$ cat config.mk
export PLATFORM = sky130hd
export DESIGN_NAME = iqs_status_regs
export DESIGN_NICKNAME = d
export VERILOG_FILES = /design/src/hw/iqs_pkg.sv /design/src/hw/iqs_status_regs.sv
export SDC_FILE = /design/constraint.sdc
export NUM_CORES = 1
export LEC_CHECK = 0
export ABC_CLOCK_PERIOD_IN_PS = 1300
export BUFFER_PORTS_ARGS = -buffer_cell sky130_fd_sc_hd__buf_2
export CAP_MARGIN = 30
export CORE_MARGIN = 2
export CORE_UTILIZATION = 40
export DETAILED_ROUTE_END_ITERATION = 8
export HOLD_SLACK_MARGIN = 0.06
export PLACE_DENSITY = 0.73
export SYNTH_ARGS = -nofsm -noshare
export SYNTH_HDL_FRONTEND = slang
export SYNTH_SLANG_ARGS = --single-unit
$ cat constraint.sdc
create_clock -name hclk -period 1.3 [get_ports hclk]
set_input_delay 0.26 -clock hclk [delete_from_list [all_inputs] [get_ports hclk]]
set_output_delay 0.26 -clock hclk [all_outputs]
set_load 0.05 [all_outputs]
$ cat src/hw/iqs_pkg.sv
// Package for the interrupt and queue status register block
package iqs_pkg;
   // Register word indices (printed offsets are word aligned: index * 4)
   localparam logic [7:0] IQS_IDX_ERR_WAKE = 8'h1c;
   localparam logic [7:0] IQS_IDX_PT_EVT = 8'h1d;
   localparam logic [7:0] IQS_IDX_LVL_LOW = 8'h1e;
   localparam logic [7:0] IQS_IDX_LVL_HIGH = 8'h1f;
   localparam logic [7:0] IQS_IDX_ERR_MASK = 8'h18;
   localparam logic [7:0] IQS_IDX_PT_MASK = 8'h19;
   // Field positions, error and wake-up status
   localparam int IQS_EW_CRC = 7;
   localparam int IQS_EW_PAR = 6;
   localparam int IQS_EW_SOFT = 5;
   localparam int IQS_EW_HARD = 4;
   localparam int IQS_EW_WT = 3;
   localparam int IQS_EW_AMP = 2;
   localparam int IQS_EW_PHASE = 1;
   localparam int IQS_EW_CAP = 0;
   // Field positions, passive target status
   localparam int IQS_PT_SLOT = 6;
   localparam int IQS_PT_FIELD_ON = 5;
   localparam int IQS_PT_AUTO_RESP = 4;
   localparam int IQS_PT_TYPE_F = 3;
   localparam int IQS_PT_A_STAR = 1;
   localparam int IQS_PT_A = 0;
   localparam logic [7:0] IQS_PT_RSVD_MASK = 8'h7b;
   // Field positions, second queue status
   localparam int IQS_Q2_CNT_LSB = 6;
   localparam int IQS_Q2_UNF = 5;
   localparam int IQS_Q2_OVR = 4;
   localparam int IQS_Q2_LB_LSB = 1;
   localparam int IQS_Q2_NP = 0;
   // Reset values and limits
   localparam logic [7:0] IQS_RST_STATUS = 8'h00;
   localparam logic [7:0] IQS_RST_MASK = 8'h00;
   localparam logic [9:0] IQS_LEVEL_MAX = 10'h200;
   localparam logic [3:0] IQS_FREE_SLOTS_LOW = 4'h4;
   // Event strobes from the surrounding receiver and target logic
   typedef struct packed {
      logic crc_err;
      logic parity_err;
      logic soft_framing;
      logic hard_framing;
      logic wake_timeout;
      logic amp_over_ref;
      logic phase_over_ref;
      logic cap_over_ref;
   } iqs_err_evt_s;
   typedef struct packed {
      logic cavoid_done_no_coll;
      logic field_turned_on;
      logic auto_resp_sent;
      logic sensf_resp_sent;
      logic a_starred_active;
      logic a_active;
   } iqs_pt_evt_s;
   // Queue state from the data queue
   typedef struct packed {
      logic [9:0] level;
      logic underflow;
      logic overflow;
      logic [2:0] last_byte_bit_count;
      logic last_byte_parity_missing;
   } iqs_queue_s;
endpackage

$ cat src/hw/iqs_status_regs.sv
// Error, wake-up, passive target and queue status registers on AHB-Lite
//
// Contract
// RULE1: Flag crc, parity, soft framing, hard framing errors in bits 7..4.
// RULE2: Wake timer timeout sets bit 3 only when interrupt-every-timeout is selected.
// RULE3: Amplitude, phase, capacitance over reference set bits 2, 1, 0.
// RULE4: Error and wake-up status reads back then clears to zero.
// RULE5: Passive target status clears to zero once its read completes; code clears it at the address-phase edge, a cycle before the data phase ends.
// RULE6: Bit 6 set when four unused slot numbers remain.
// RULE7: Bit 5 set when collision avoidance ends clean and field is on.
// RULE8: Bit 4 set when target mode auto-sent an anticollision or SENSF_RES.
// RULE9: Bit 3 set after automatic 212/424 kb/s SENSF_REQ response sent.
// RULE10: Bit 1 set when type A target reaches starred active state.
// RULE11: Bit 0 set on plain active state; bits 7 and 2 reserved.
// RULE12: Queue level is ten bits, 0 to 512, low byte in first register.
// RULE13: Level bits 9..8 in bits 7..6, underflow bit 5, overflow bit 4.
// RULE14: Incomplete last byte bit count reported in bits 3..1.
// RULE15: Bit 0 flags a full last byte lacking its parity bit.
// RULE16: With hard framing set, bit count and parity flag are invalid.
// RULE17: Each error and wake-up event has a mask bit, reset 0, blocking irq.
// RULE18: Event in same cycle as the clearing read stays set.
// RULE19: Flags stay set from their event until their register is read.
`timescale 1ns/1ns
`default_nettype none
module iqs_status_regs
   import iqs_pkg::*;
(
   // Clock and reset
   input wire logic hclk,
   input wire logic hresetn,
   // AHB-Lite slave
   input wire logic hsel,
   input wire logic [11:0] haddr,
   input wire logic [1:0] htrans,
   input wire logic hwrite,
   input wire logic [2:0] hsize,
   input wire logic hready,
   input wire logic [31:0] hwdata,
   output logic [31:0] hrdata,
   output logic hreadyout,
   output logic hresp,
   // Event strobes, same clock domain
   input wire iqs_err_evt_s err_evt,
   input wire logic wake_irq_every_timeout,
   input wire iqs_pt_evt_s pt_evt,
   input wire logic [3:0] free_slot_count,
   // Queue state, same clock domain
   input wire iqs_queue_s queue,
   // Interrupt request line toward the main interrupt logic
   output logic err_wake_irq
);

   logic [7:0] err_status_reg;
   logic [7:0] err_status_next;
   logic [7:0] pt_status_reg;
   logic [7:0] pt_status_next;
   logic [7:0] err_mask_reg;
   logic [7:0] pt_mask_reg;
   logic [7:0] err_set;
   logic [7:0] pt_set;
   logic [3:0] free_slot_prev_reg;
   logic [7:0] q_low;
   logic [7:0] q_high;
   logic [9:0] level_clamped;
   logic [7:0] rd_index;
   logic [7:0] wr_index_reg;
   logic wr_pend_reg;
   logic [7:0] rd_byte;
   logic addr_phase;
   logic rd_err_hit;
   logic rd_pt_hit;

   // Address phase accepted this edge
   assign addr_phase = hsel && hready && htrans[1];
   assign rd_index = haddr[9:2];
   assign rd_err_hit = addr_phase && !hwrite && (rd_index == IQS_IDX_ERR_WAKE);
   assign rd_pt_hit = addr_phase && !hwrite && (rd_index == IQS_IDX_PT_EVT);

   // Zero wait states, always OKAY
   assign hreadyout = 1'b1;
   assign hresp = 1'b0;

   // Error and wake-up event set terms
   always_comb begin
      err_set = 8'h00;
      err_set[IQS_EW_CRC] = err_evt.crc_err; // RULE1
      err_set[IQS_EW_PAR] = err_evt.parity_err; // RULE1
      err_set[IQS_EW_SOFT] = err_evt.soft_framing; // RULE1
      err_set[IQS_EW_HARD] = err_evt.hard_framing; // RULE1
      err_set[IQS_EW_WT] = err_evt.wake_timeout && wake_irq_every_timeout; // RULE2
      err_set[IQS_EW_AMP] = err_evt.amp_over_ref; // RULE3
      err_set[IQS_EW_PHASE] = err_evt.phase_over_ref; // RULE3
      err_set[IQS_EW_CAP] = err_evt.cap_over_ref; // RULE3
   end

   // Passive target set terms; slot level fires on reaching four
   always_comb begin
      pt_set = 8'h00;
      pt_set[IQS_PT_SLOT] = (free_slot_count == IQS_FREE_SLOTS_LOW) &&
                            (free_slot_prev_reg != IQS_FREE_SLOTS_LOW); // RULE6
      pt_set[IQS_PT_FIELD_ON] = pt_evt.cavoid_done_no_coll &&
                                pt_evt.field_turned_on; // RULE7
      pt_set[IQS_PT_AUTO_RESP] = pt_evt.auto_resp_sent; // RULE8
      pt_set[IQS_PT_TYPE_F] = pt_evt.sensf_resp_sent; // RULE9
      pt_set[IQS_PT_A_STAR] = pt_evt.a_starred_active; // RULE10
      pt_set[IQS_PT_A] = pt_evt.a_active; // RULE11
      pt_set = pt_set & IQS_PT_RSVD_MASK; // RULE11
   end

   // Sticky flags: clear on read, a coincident set wins
   always_comb begin
      err_status_next = err_status_reg;
      if (rd_err_hit) begin
         err_status_next = IQS_RST_STATUS; // RULE4
      end
      err_status_next = err_status_next | err_set; // RULE18 RULE19
   end

   always_comb begin
      pt_status_next = pt_status_reg;
      if (rd_pt_hit) begin
         pt_status_next = IQS_RST_STATUS; // RULE5
      end
      pt_status_next = pt_status_next | pt_set; // RULE18 RULE19
   end

   // Status flag storage
   always_ff @(posedge hclk or negedge hresetn) begin
      if (!hresetn) begin
         err_status_reg <= IQS_RST_STATUS;
         pt_status_reg <= IQS_RST_STATUS;
      end else begin
         err_status_reg <= err_status_next;
         pt_status_reg <= pt_status_next;
      end
   end

   // Previous slot count for edge detection, so the flag is not re-armed each cycle
   always_ff @(posedge hclk or negedge hresetn) begin
      if (!hresetn) begin
         free_slot_prev_reg <= 4'h0;
      end else begin
         free_slot_prev_reg <= free_slot_count;
      end
   end

   // Write address phase capture
   always_ff @(posedge hclk or negedge hresetn) begin
      if (!hresetn) begin
         wr_pend_reg <= 1'b0;
         wr_index_reg <= 8'h00;
      end else begin
         wr_pend_reg <= addr_phase && hwrite;
         wr_index_reg <= rd_index;
      end
   end

   // Mask registers, written in the data phase
   always_ff @(posedge hclk or negedge hresetn) begin
      if (!hresetn) begin
         err_mask_reg <= IQS_RST_MASK; // RULE17
         pt_mask_reg <= IQS_RST_MASK;
      end else if (wr_pend_reg) begin
         if (wr_index_reg == IQS_IDX_ERR_MASK) begin
            err_mask_reg <= hwdata[7:0];
         end
         if (wr_index_reg == IQS_IDX_PT_MASK) begin
            pt_mask_reg <= hwdata[7:0] & IQS_PT_RSVD_MASK;
         end
      end
   end

   // Unmasked error and wake-up flags drive the request line
   assign err_wake_irq = |(err_status_reg & ~err_mask_reg); // RULE17

   // Queue status views; level clamped to its legal range
   assign level_clamped = (queue.level > IQS_LEVEL_MAX) ? IQS_LEVEL_MAX : queue.level; // RULE12
   assign q_low = level_clamped[7:0]; // RULE12
   // Bit count and parity flag pass raw: invalid while hard framing is set
   assign q_high = {level_clamped[9:8], queue.underflow, queue.overflow,
                    queue.last_byte_bit_count, queue.last_byte_parity_missing}; // RULE13 RULE14 RULE15 RULE16

   // Read mux, sampled in the address phase
   always_comb begin
      case (rd_index)
         IQS_IDX_ERR_WAKE: rd_byte = err_status_reg; // RULE4
         IQS_IDX_PT_EVT: rd_byte = pt_status_reg; // RULE5
         IQS_IDX_LVL_LOW: rd_byte = q_low;
         IQS_IDX_LVL_HIGH: rd_byte = q_high;
         IQS_IDX_ERR_MASK: rd_byte = err_mask_reg;
         IQS_IDX_PT_MASK: rd_byte = pt_mask_reg;
         default: rd_byte = 8'h00;
      endcase
   end

   // Read data register for the data phase
   always_ff @(posedge hclk or negedge hresetn) begin
      if (!hresetn) begin
         hrdata <= 32'h0000_0000;
      end else if (addr_phase && !hwrite) begin
         hrdata <= {24'h00_0000, rd_byte};
      end
   end

endmodule
`default_nettype wire

-- Word-level counts from Yosys, hierarchy flattened
Index checks and enable logic that the tools add are counted.
- register bits: 51
- input port bits: 89
- word-level logic and storage cells: 40
- magnitude comparators: 1
- eq/ne operators: 10
- muxes and demuxes: 4
- bitwise logic cells: 4
- reductions and logical operators: 13
- operators with widths (operator ; count):
    $eq A8 B5 Y1 const B ; 8
    $pmux W8 S6 ; 1
    $mux W8 ; 2
    $gt A10 B10 Y1 const B ; 1
    $mux W10 ; 1
    $logic_and A1 B1 Y1 ; 9
    $and A8 B8 Y8 ; 1
    $not A8 Y8 ; 1
    $or A8 B7 Y8 ; 1
    $or A8 B8 Y8 ; 1
    $reduce_or A8 Y1 ; 1
    $eq A4 B3 Y1 const B ; 1
    $ne A4 B3 Y1 const B ; 1
    $reduce_and A2 Y1 ; 2
    $logic_not A1 Y1 ; 1

-- Logic depth before layout (Yosys ltp)
Gate-level depths: netlist of the first run.
- word-level depth: 6
- mapped depth: 7

-- Worst setup path after synthesis of the first run
OpenSTA, ideal clock, no wires.
- kind: reg-to-output
- start point: register err_status_reg[0]
- end point: output port err_wake_irq
- data arrival time: 1245 ps
- required time: 1040 ps
- path slack: -205 ps
- stages on the path, launching flop included: 4
- buffers on the path: 0
- cells stage by stage: dfrtp_1 inv_1 o22ai_1 or4_1
- cells in the longest elaborated chain, start to end: 2
- ends and longest elaborated chain (what ; line ; text):
    start, declared ; iqs_status_regs.sv:53 ; logic [7:0] err_status_reg;
    start signal, assigned ; iqs_status_regs.sv:133 ; err_status_reg <= err_status_next;
    $and A8 B8 Y8 ; iqs_status_regs.sv:174 ; assign err_wake_irq = |(err_status_reg & ~err_mask_reg);
    $reduce_or A8 Y1 ; iqs_status_regs.sv:174 ;
    end, declared ; iqs_status_regs.sv:50 ; output logic err_wake_irq
Every way passes these cells.

-- Worst setup path after layout of the first run
- start point: register err_status_reg[1]
- end point: output port err_wake_irq
The elaborated chain is that of the path after synthesis.

==> results.md, run 1 <==
Run status:
- The run finished, with violations left.
- The checks that failed: setup timing.

Synth:
- The library cell occupying the most area in the post-synthesis netlist is dfrtp_1.
- The portion of synthesized cell area occupied by the leading cell type is between 40% and 50%.
- The count of flip-flops with a built-in enable after synthesis is 0.
- The total of warnings raised by yosys is 0.
- The post-synthesis area per instance is 11.65 um^2.
- The cell area that synthesis handed to floorplanning was 0.002470 mm^2.
- In the post-synthesis netlist, the cell with the most instances is dfrtp_1.
- In the synthesized netlist the async set-or-reset flop fraction comes to 100.0%.
- Sorting the synthesized cells by area gives the leading types as dfrtp_1 50%, mux2_2 10%, buf_4 8.5%, a21o_1 4.3%, mux2i_1 2.0%.
- The synthesis-stage register bit count is 49.
- After synthesis, the most frequently instantiated cells are 49 x dfrtp_1, 28 x buf_4, 22 x mux2_2.
- The part of the Yosys area used for sequential elements is 49.65%.
- The gate count of the mapped netlist is 212.
- The count of cell types in the netlist is 44.
- For this run, the leading register cell type out of synthesis is dfrtp_1.

GRT:
- Global routing used 17.52% of the available tracks.
- The total global routing overflow is 0.
- The largest net degree at the start of global routing is 50.
- The number of global-route vias before repair is 1,887.
- The initial antenna violation count is 0.
- The wire length of the first global-routing pass is 8880 um.

Flow run:
- The reported max-cap violation count is 0.

Floorplanning:
- In this run the count of I/O pins placed on the die edge is 124.
- The starting density of the core is 41.47%.
- The die area is between 0.006 and 0.007 mm^2.
- The die is 82.58 um wide.
- The number of rows created at floorplan is 28.
- From bottom edge to top edge, the die measures 82.58 um.
- The floorplan step defined a core boundary enclosing around 0.0060 mm^2.

Layout:
- The number of filler cells placed in the layout is 532.
- The fraction of layout cells with a size suffix above 1 is 46.18%.
- The number of antenna diodes in the final layout is 0.
- The cell area after layout is 0.003218 mm^2.
- From synthesis to final layout, the design area changed by 30.29%.
- The post-layout net count is 402.

Timing:
- In the post-route analysis, the smallest setup slack over all paths is -0.4945 ns.
- For the final database, setup skew stands at 0.01290 ns.
- After layout, the worst path uses 138.0% of the clock period.
- The number of max-slew violations in the final report is 0.
- Setup repair after global routing could not meet its margin everywhere.
- The number of hold-slack violations in the final timing report is 0.
- The final number of setup-violating endpoints is 19.
- Static timing analysis puts the maximum clock frequency at 557.3 MHz.
- The clock period minus worst slack is 1.794 ns.

Worst setup path:
- STA classifies the critical path endpoint as an output port.
- The worst setup path is launched from a flop.
- Data arrives at the worst endpoint at 1.53 ns.
- At the worst endpoint, the required time is 1.04 ns.
- The critical path class is reg2out.
- For flop-to-flop paths, the worst setup slack is -0.10 ns.
- The largest fanout on the critical path is 2.

Pwr:
- The analysis attributes to cell leakage a power of 1.599 nW.
- Across the VDD grid, the largest voltage drop is 587.9 uV.
- The power density over the cells is 1001 mW/mm^2.
- After layout, the design draws a total of 3.222 mW.

Routing:
- The count of nets left with antenna violations once routing finished came out at 0.
- The per-cell via count in the routed design is 4.877.
- For this run, design rule violations remaining after detail routing come to 0.
- The routed wire length is approximately 5500 um.
- The first detailed-routing pass ran for 4 iterations.
- The number of DRC markers after the initial detailed-route iteration is 65.
- The detailed-route wire length per cell is 14.05 um.
- The via count of the routed design is between 1,500 and 2,000.

Min path:
- The min-delay analysis places its worst path in the category in2reg.

Placement:
- The count of buffers inserted at the top-level ports is 65.
- Routability-driven placement finished with a final weighted congestion of about 0.81.
- The detailed placement HPWL is 4345 um.
- Summing all placed instances gives a cell area of around 0.0030 mm^2.

Clock network:
- The H-tree generated during clock tree synthesis spans 2 levels.
- The CTS tree is built.
- The total number of clock tree sinks is 49.
- The clock root buffer master is clkbuf_8.
- Clock tree synthesis inserted a total of 5 buffers.
- After clock tree synthesis, the clock-pin slew on the worst setup and hold paths is 0.09 ns.
- The worst-case clock buffer depth is 2.
- Clock latency on the worst-skew pair, taken at its later pin, is 0.31 ns.
cells in the final DEF (no fill, tap or decap), types with 4 or more instances in the layout:
master	instances
dlygate4sd3_1	4
buf_2	64
clkbuf_8	6
a21o_1	14
mux2_2	20
inv_1	7
buf_4	31
mux2i_1	5
a21oi_1	6
dfrtp_1	49
conb_1	26
nand3_1	6
nor2_1	7
nand4_1	4
worst paths after layout:
path / startpoint / end / depth (start not counted)
setup / recovery: err_status_reg[1] / err_wake_irq / 4
hold / removal: free_slot_count[3] / free_slot_prev_reg[3] / 1
setup reg to reg: wr_index_reg[2] / err_mask_reg[2] / 4
hold reg to reg: hrdata[6] / hrdata[6] / 2
max in group asynchronous: hresetn / hrdata[2] / 3
min in group asynchronous: hresetn / err_status_reg[6] / 3
cell type report:
class	count	area (um^2)	share of cell area (%)
clock buffers	6	82.58	2.566
clock inverters	2	16.27	0.5054
inverters	8	30.03	0.9331
multi-input cells	145	1107	34.41
flip-flops and latches	49	1226	38.10
well taps	75	93.84	2.916
repair buffers	104	661.9	20.57
power by group:
| group | switching [mW] | leakage (nW) | internal [mW] |
|---|---|---|---|
| Combinational | 0.422 | 1.01 | 0.223 |
| Sequential | 0.0372 | 0.546 | 1.59 |
| Clock | 0.513 | 0.0478 | 0.438 |
| Total | 0.973 | 1.60 | 2.25 |
cell families (layout without fill, tap and decap cells):
family / count (synthesis) / in the layout / share of synthesized area [%]
multiplexers: 28 / 28 / 12.97
AND/OR/NAND/NOR: 45 / 45 / 12.77
flip-flops: 49 / 49 / 49.65
other: 2 / 26 / 0.3041
AO/OA/AOI/OAI: 46 / 46 / 13.27
buffers and inverters: 42 / 120 / 11.04
what timing repair did:
| item | 4_1_cts | 5_1_grt |
|---|---|---|
| resized for setup | 10 | 6 |
| endpoints found under the setup margin | 20 | 22 |
| hold buffers | 3 | 1 |
| endpoints found under the hold margin | 51 | 1 |
| buffers inserted | 1 | 1 |
| pin swaps | 5 | 4 |
worst max-delay path: stages, from the launching register on:
cell,delay [ns]
dfrtp_1,0.40
inv_2,0.07
o22ai_2,0.07
or4_4,0.53
buf_8,0.17
stage by stage:
| step | instances | util (%) | worst slack (ns) | TNS, ns | hold slack, ns |
|---|---|---|---|---|---|
| global route | 389 | 54.03 | -0.5396 | -3.122 | 0.06539 |
| global placement | 376 | 50.59 | -0.2197 | -4.683 | 0.2615 |
| detailed placement | 376 | 50.59 | -0.2331 | -5.600 | 0.2640 |
| CTS | 388 | 53.47 | -0.5021 | -2.155 | 0.06327 |
| finish | 389 | 54.03 | -0.4945 | -1.861 | 0.07350 |
| floorplan | 236 | - | -0.1355 | -1.698 | -0.03559 |
layer usage:
| metal | global-route usage, % | vias up | part of all wire [%] |
|---|---|---|---|
| li1 | - | 921 | - |
| met1 | 22.92 | 896 | 45 |
| met2 | 29.19 | 74 | 48 |
| met3 | 4.022 | 6 | 6.5 |
| met4 | 4.918 | 0 | 0.91 |
| met5 | 0 | - | 0 |
(Power assumes the default switching activity.)
==> run 2: changes to the inputs <==
--- a/config.mk
+++ b/config.mk
@@ -13,6 +13,7 @@
 export DETAILED_ROUTE_END_ITERATION = 8
 export HOLD_SLACK_MARGIN = 0.06
 export PLACE_DENSITY = 0.73
+export SKIP_CTS_REPAIR_TIMING = 1
 export SYNTH_ARGS = -nofsm -noshare
 export SYNTH_HDL_FRONTEND = slang
 export SYNTH_SLANG_ARGS = --single-unit
==> run 2 against run 1 <==
The run still ends with setup timing left. Core utilization fell by 0.80 points. Non-clock buffer count fell by 3. Worst setup slack got worse by 0.0043 ns. Power barely moved. Worst hold slack got worse by 0.0069 ns. Critical path depth did not move. Global-route usage fell by 0.14 points. Via count fell by 0.16%. Largest power group unchanged. Highest routed layer unchanged.
==> results.md, run 2 (same netlist as run 1, synthesis figures left out) <==
Run status:
- The flow ran to the end, but the final reports show violations.
- The checks that failed: setup timing.

Worst setup path:
- The largest fanout on the critical path is 2 (unchanged).
- The critical path required time is 1.04 ns (about the same).
- The critical-path cell with the highest stage delay is or4_4.
- The largest stage delay on the critical path is 0.53 ns (about the same).
- The signal on the critical path passes through inv_1 -> o22ai_1 -> or4_4 -> buf_8.
- The worst register-to-register path ends at err_mask_reg[2].
- The count of cells along the worst register-to-register path was 4 (unchanged).
- The signal arrival time at the worst endpoint is 1.54 ns (about the same).
- The register-to-register setup slack is -0.11 ns (about the same).
- The element type at the critical path end is an output port.
- The critical path class is reg2out.
- The nature of the critical path startpoint is a flop.
- The startpoint of the worst register-to-register path is wr_index_reg[1].

Timing:
- The maximum clock frequency was 555.9 MHz (-0.24%).
- The final sum of negative setup slack is -1.908 ns (-0.04780 ns).
- The number of hold-slack violations in the final timing report was 0 (unchanged).
- The final worst setup slack is -0.4988 ns (-0.004273 ns).
- The final number of setup-violating endpoints was 19 (unchanged).
- The clock period minus worst slack is 1.799 ns (+0.004273 ns).
- Setup repair after global routing could not meet its margin everywhere.
- The final period utilization was 138.4% (+0.33 points).
- The worst clock skew is 0.01382 ns (+0.0009246 ns).
- The number of max-slew violations in the final report came to 0 (unchanged).

Placement:
- The count of buffers inserted at the top-level ports is 65 (unchanged).
- The detailed placement HPWL was 4345 um (unchanged).
- The post-placement worst setup slack is -0.2331 ns (unchanged).
- The final estimated routing congestion in global placement was 0.8058 (unchanged).
- The area of placed instances is 0.003013 mm^2 (unchanged).
- The cell count after placement came to 376 (unchanged).

Routing:
- The via count of the routed design came to 1,894 (-0.16%).
- The number of DRC markers after the initial detailed-route iteration was 66 (+1.5%).
- The remaining number of nets flagged by the antenna check after routing came to 0 (unchanged).
- The detailed-route wire length per cell is 14.04 um (about the same).
- The per-cell via count in the routed design came to 4.907 (+0.62%).
- The number of optimization iterations in the first detailed-route pass is 4 (unchanged).
- The routed wire length is 5421 um (-0.82%).
- The number of remaining DRC errors was 0 (unchanged).

Clock network:
- The total number of clock tree sinks came to 49 (unchanged).
- The depth of the CTS H-tree was 2 (unchanged).
- The tree is rooted in a clkbuf_8.
- The worst-case clock buffer depth is 2 (unchanged).
- TritonCTS built the clock tree.
- The clock edge transition at the registers on the reported setup and hold paths came to 0.09 ns (about the same).
- The clock latency at the later pin of the worst-skew pair is 0.31 ns (about the same).
- The total clock buffers created by CTS is 5 (unchanged).

Pwr:
- The sum of internal, switching and leakage power is 3.224 mW (about the same).
- The static leakage power was 1.572 nW (-1.7%).
- The worst-case vdd ir drop is 589.2 uV (+0.20%).
- The power density over the cells is 1017 mW/mm^2 (+1.6%).

GRT:
- The total global routing overflow was 0 (unchanged).
- The wire length of the first global-routing pass is 8797 um (-0.93%).
- The overall fraction of global-route tracks in use was 17.38% (-0.14 points).
- The number of global-route vias before repair is 1,871 (-0.85%).
- The initial antenna violation count was 0 (unchanged).
- The largest net degree at the start of global routing is 50 (unchanged).

Flow run:
- The reported max-cap violation count is 0 (unchanged).

Floorplanning:
- The number of rows created at floorplan is 28 (unchanged).
- The die width is 82.58 um (unchanged).
- The die area is 0.006819 mm^2 (unchanged).
- The vertical die dimension is 82.58 um (unchanged).
- The core footprint is 0.005956 mm^2 (unchanged).
- The number of top-level pins is 124 (unchanged).
- The starting density of the core is 41.47% (unchanged).

Min path:
- The classification of the worst-slack hold path is in2reg.
- The instance count along the most critical hold path came to 1 (unchanged).
- The worst hold path terminates at free_slot_prev_reg[2].
- In this run the most critical hold path is launched from free_slot_count[2].

Layout:
- The synthesis-to-layout area growth is 28.37%.
- The combined flip-flop and latch cell area is 0.001226 mm^2 (unchanged).
- The final instance count without filler cells is 386 (-0.77%).
- The number of filler cells placed in the layout is 539 (+1.3%).
- In the layout the commonest cells are 64 x buf_2, 49 x dfrtp_1, 32 x buf_4, 26 x conb_1, 22 x mux2_2.
- The most frequent standard cell in the layout excluding fill and tap cells is buf_2.
- The fraction of layout cells with a size suffix above 1 is 45.98% (-0.20 points).
- The post-layout net count was 399 (-0.75%).
- The antenna diode count came to 0 (unchanged).
- The area of combinational cells with multiple inputs came to 0.001094 mm^2 (-1.2%).
- The cell area after layout is 0.003171 mm^2 (-1.5%).
## run 2: layer usage
layer  share of wire [%]  global-route usage, %  vias to the layer above
met5                   0                      0                        -
met4                0.92                  4.918                        0
met3                 7.2                  4.022                        6
met2                  47                  28.71                       76
met1                  45                  22.92                      896
li1                    -                      -                      916
## run 2: final cells by class
class	count	area share (%)
well taps	75	2.960
clock inverters	2	0.5130
inverters	8	0.9471
repair buffers	101	19.81
multi-input cells	145	34.49
clock buffers	6	2.605
flip-flops and latches	49	38.67
## run 2: critical path, delay by kind of cell (launching register included)
kind | cells | cell delay [ns]
flops | 1 | 0.38
simple gates | 1 | 0.53
buf+inv | 2 | 0.24
compound gates | 1 | 0.08
## run 2: how the worst max path moves through the flow
stage | from | end | slack, ns | depth (start not counted)
after floorplan | wr_index_reg[1] | err_mask_reg[0] | -0.14 | 3
after global placement | err_status_reg[0] | err_wake_irq | -0.22 | 4
after detailed placement | haddr[8] | pt_status_reg[6] | -0.23 | 6
after CTS | err_status_reg[0] | err_wake_irq | -0.57 | 4
after global routing | err_status_reg[6] | err_wake_irq | -0.54 | 4
final | err_status_reg[1] | err_wake_irq | -0.50 | 4
## run 2: report_power, final
part	switching, mW	leakage [nW]	internal [mW]	total (mW)
combinational	0.420	0.978	0.215	0.636
sequential	0.0363	0.546	1.59	1.62
clock	0.525	0.0478	0.438	0.964
## run 2: per-stage QoR
step / hold slack (ns) / util [%]
floorplan: -0.03559 / -
global placement: 0.2615 / 50.59
detailed placement: 0.2640 / 50.59
CTS: -0.07453 / 52.25
global route: 0.05735 / 53.24
finish: 0.06662 / 53.24
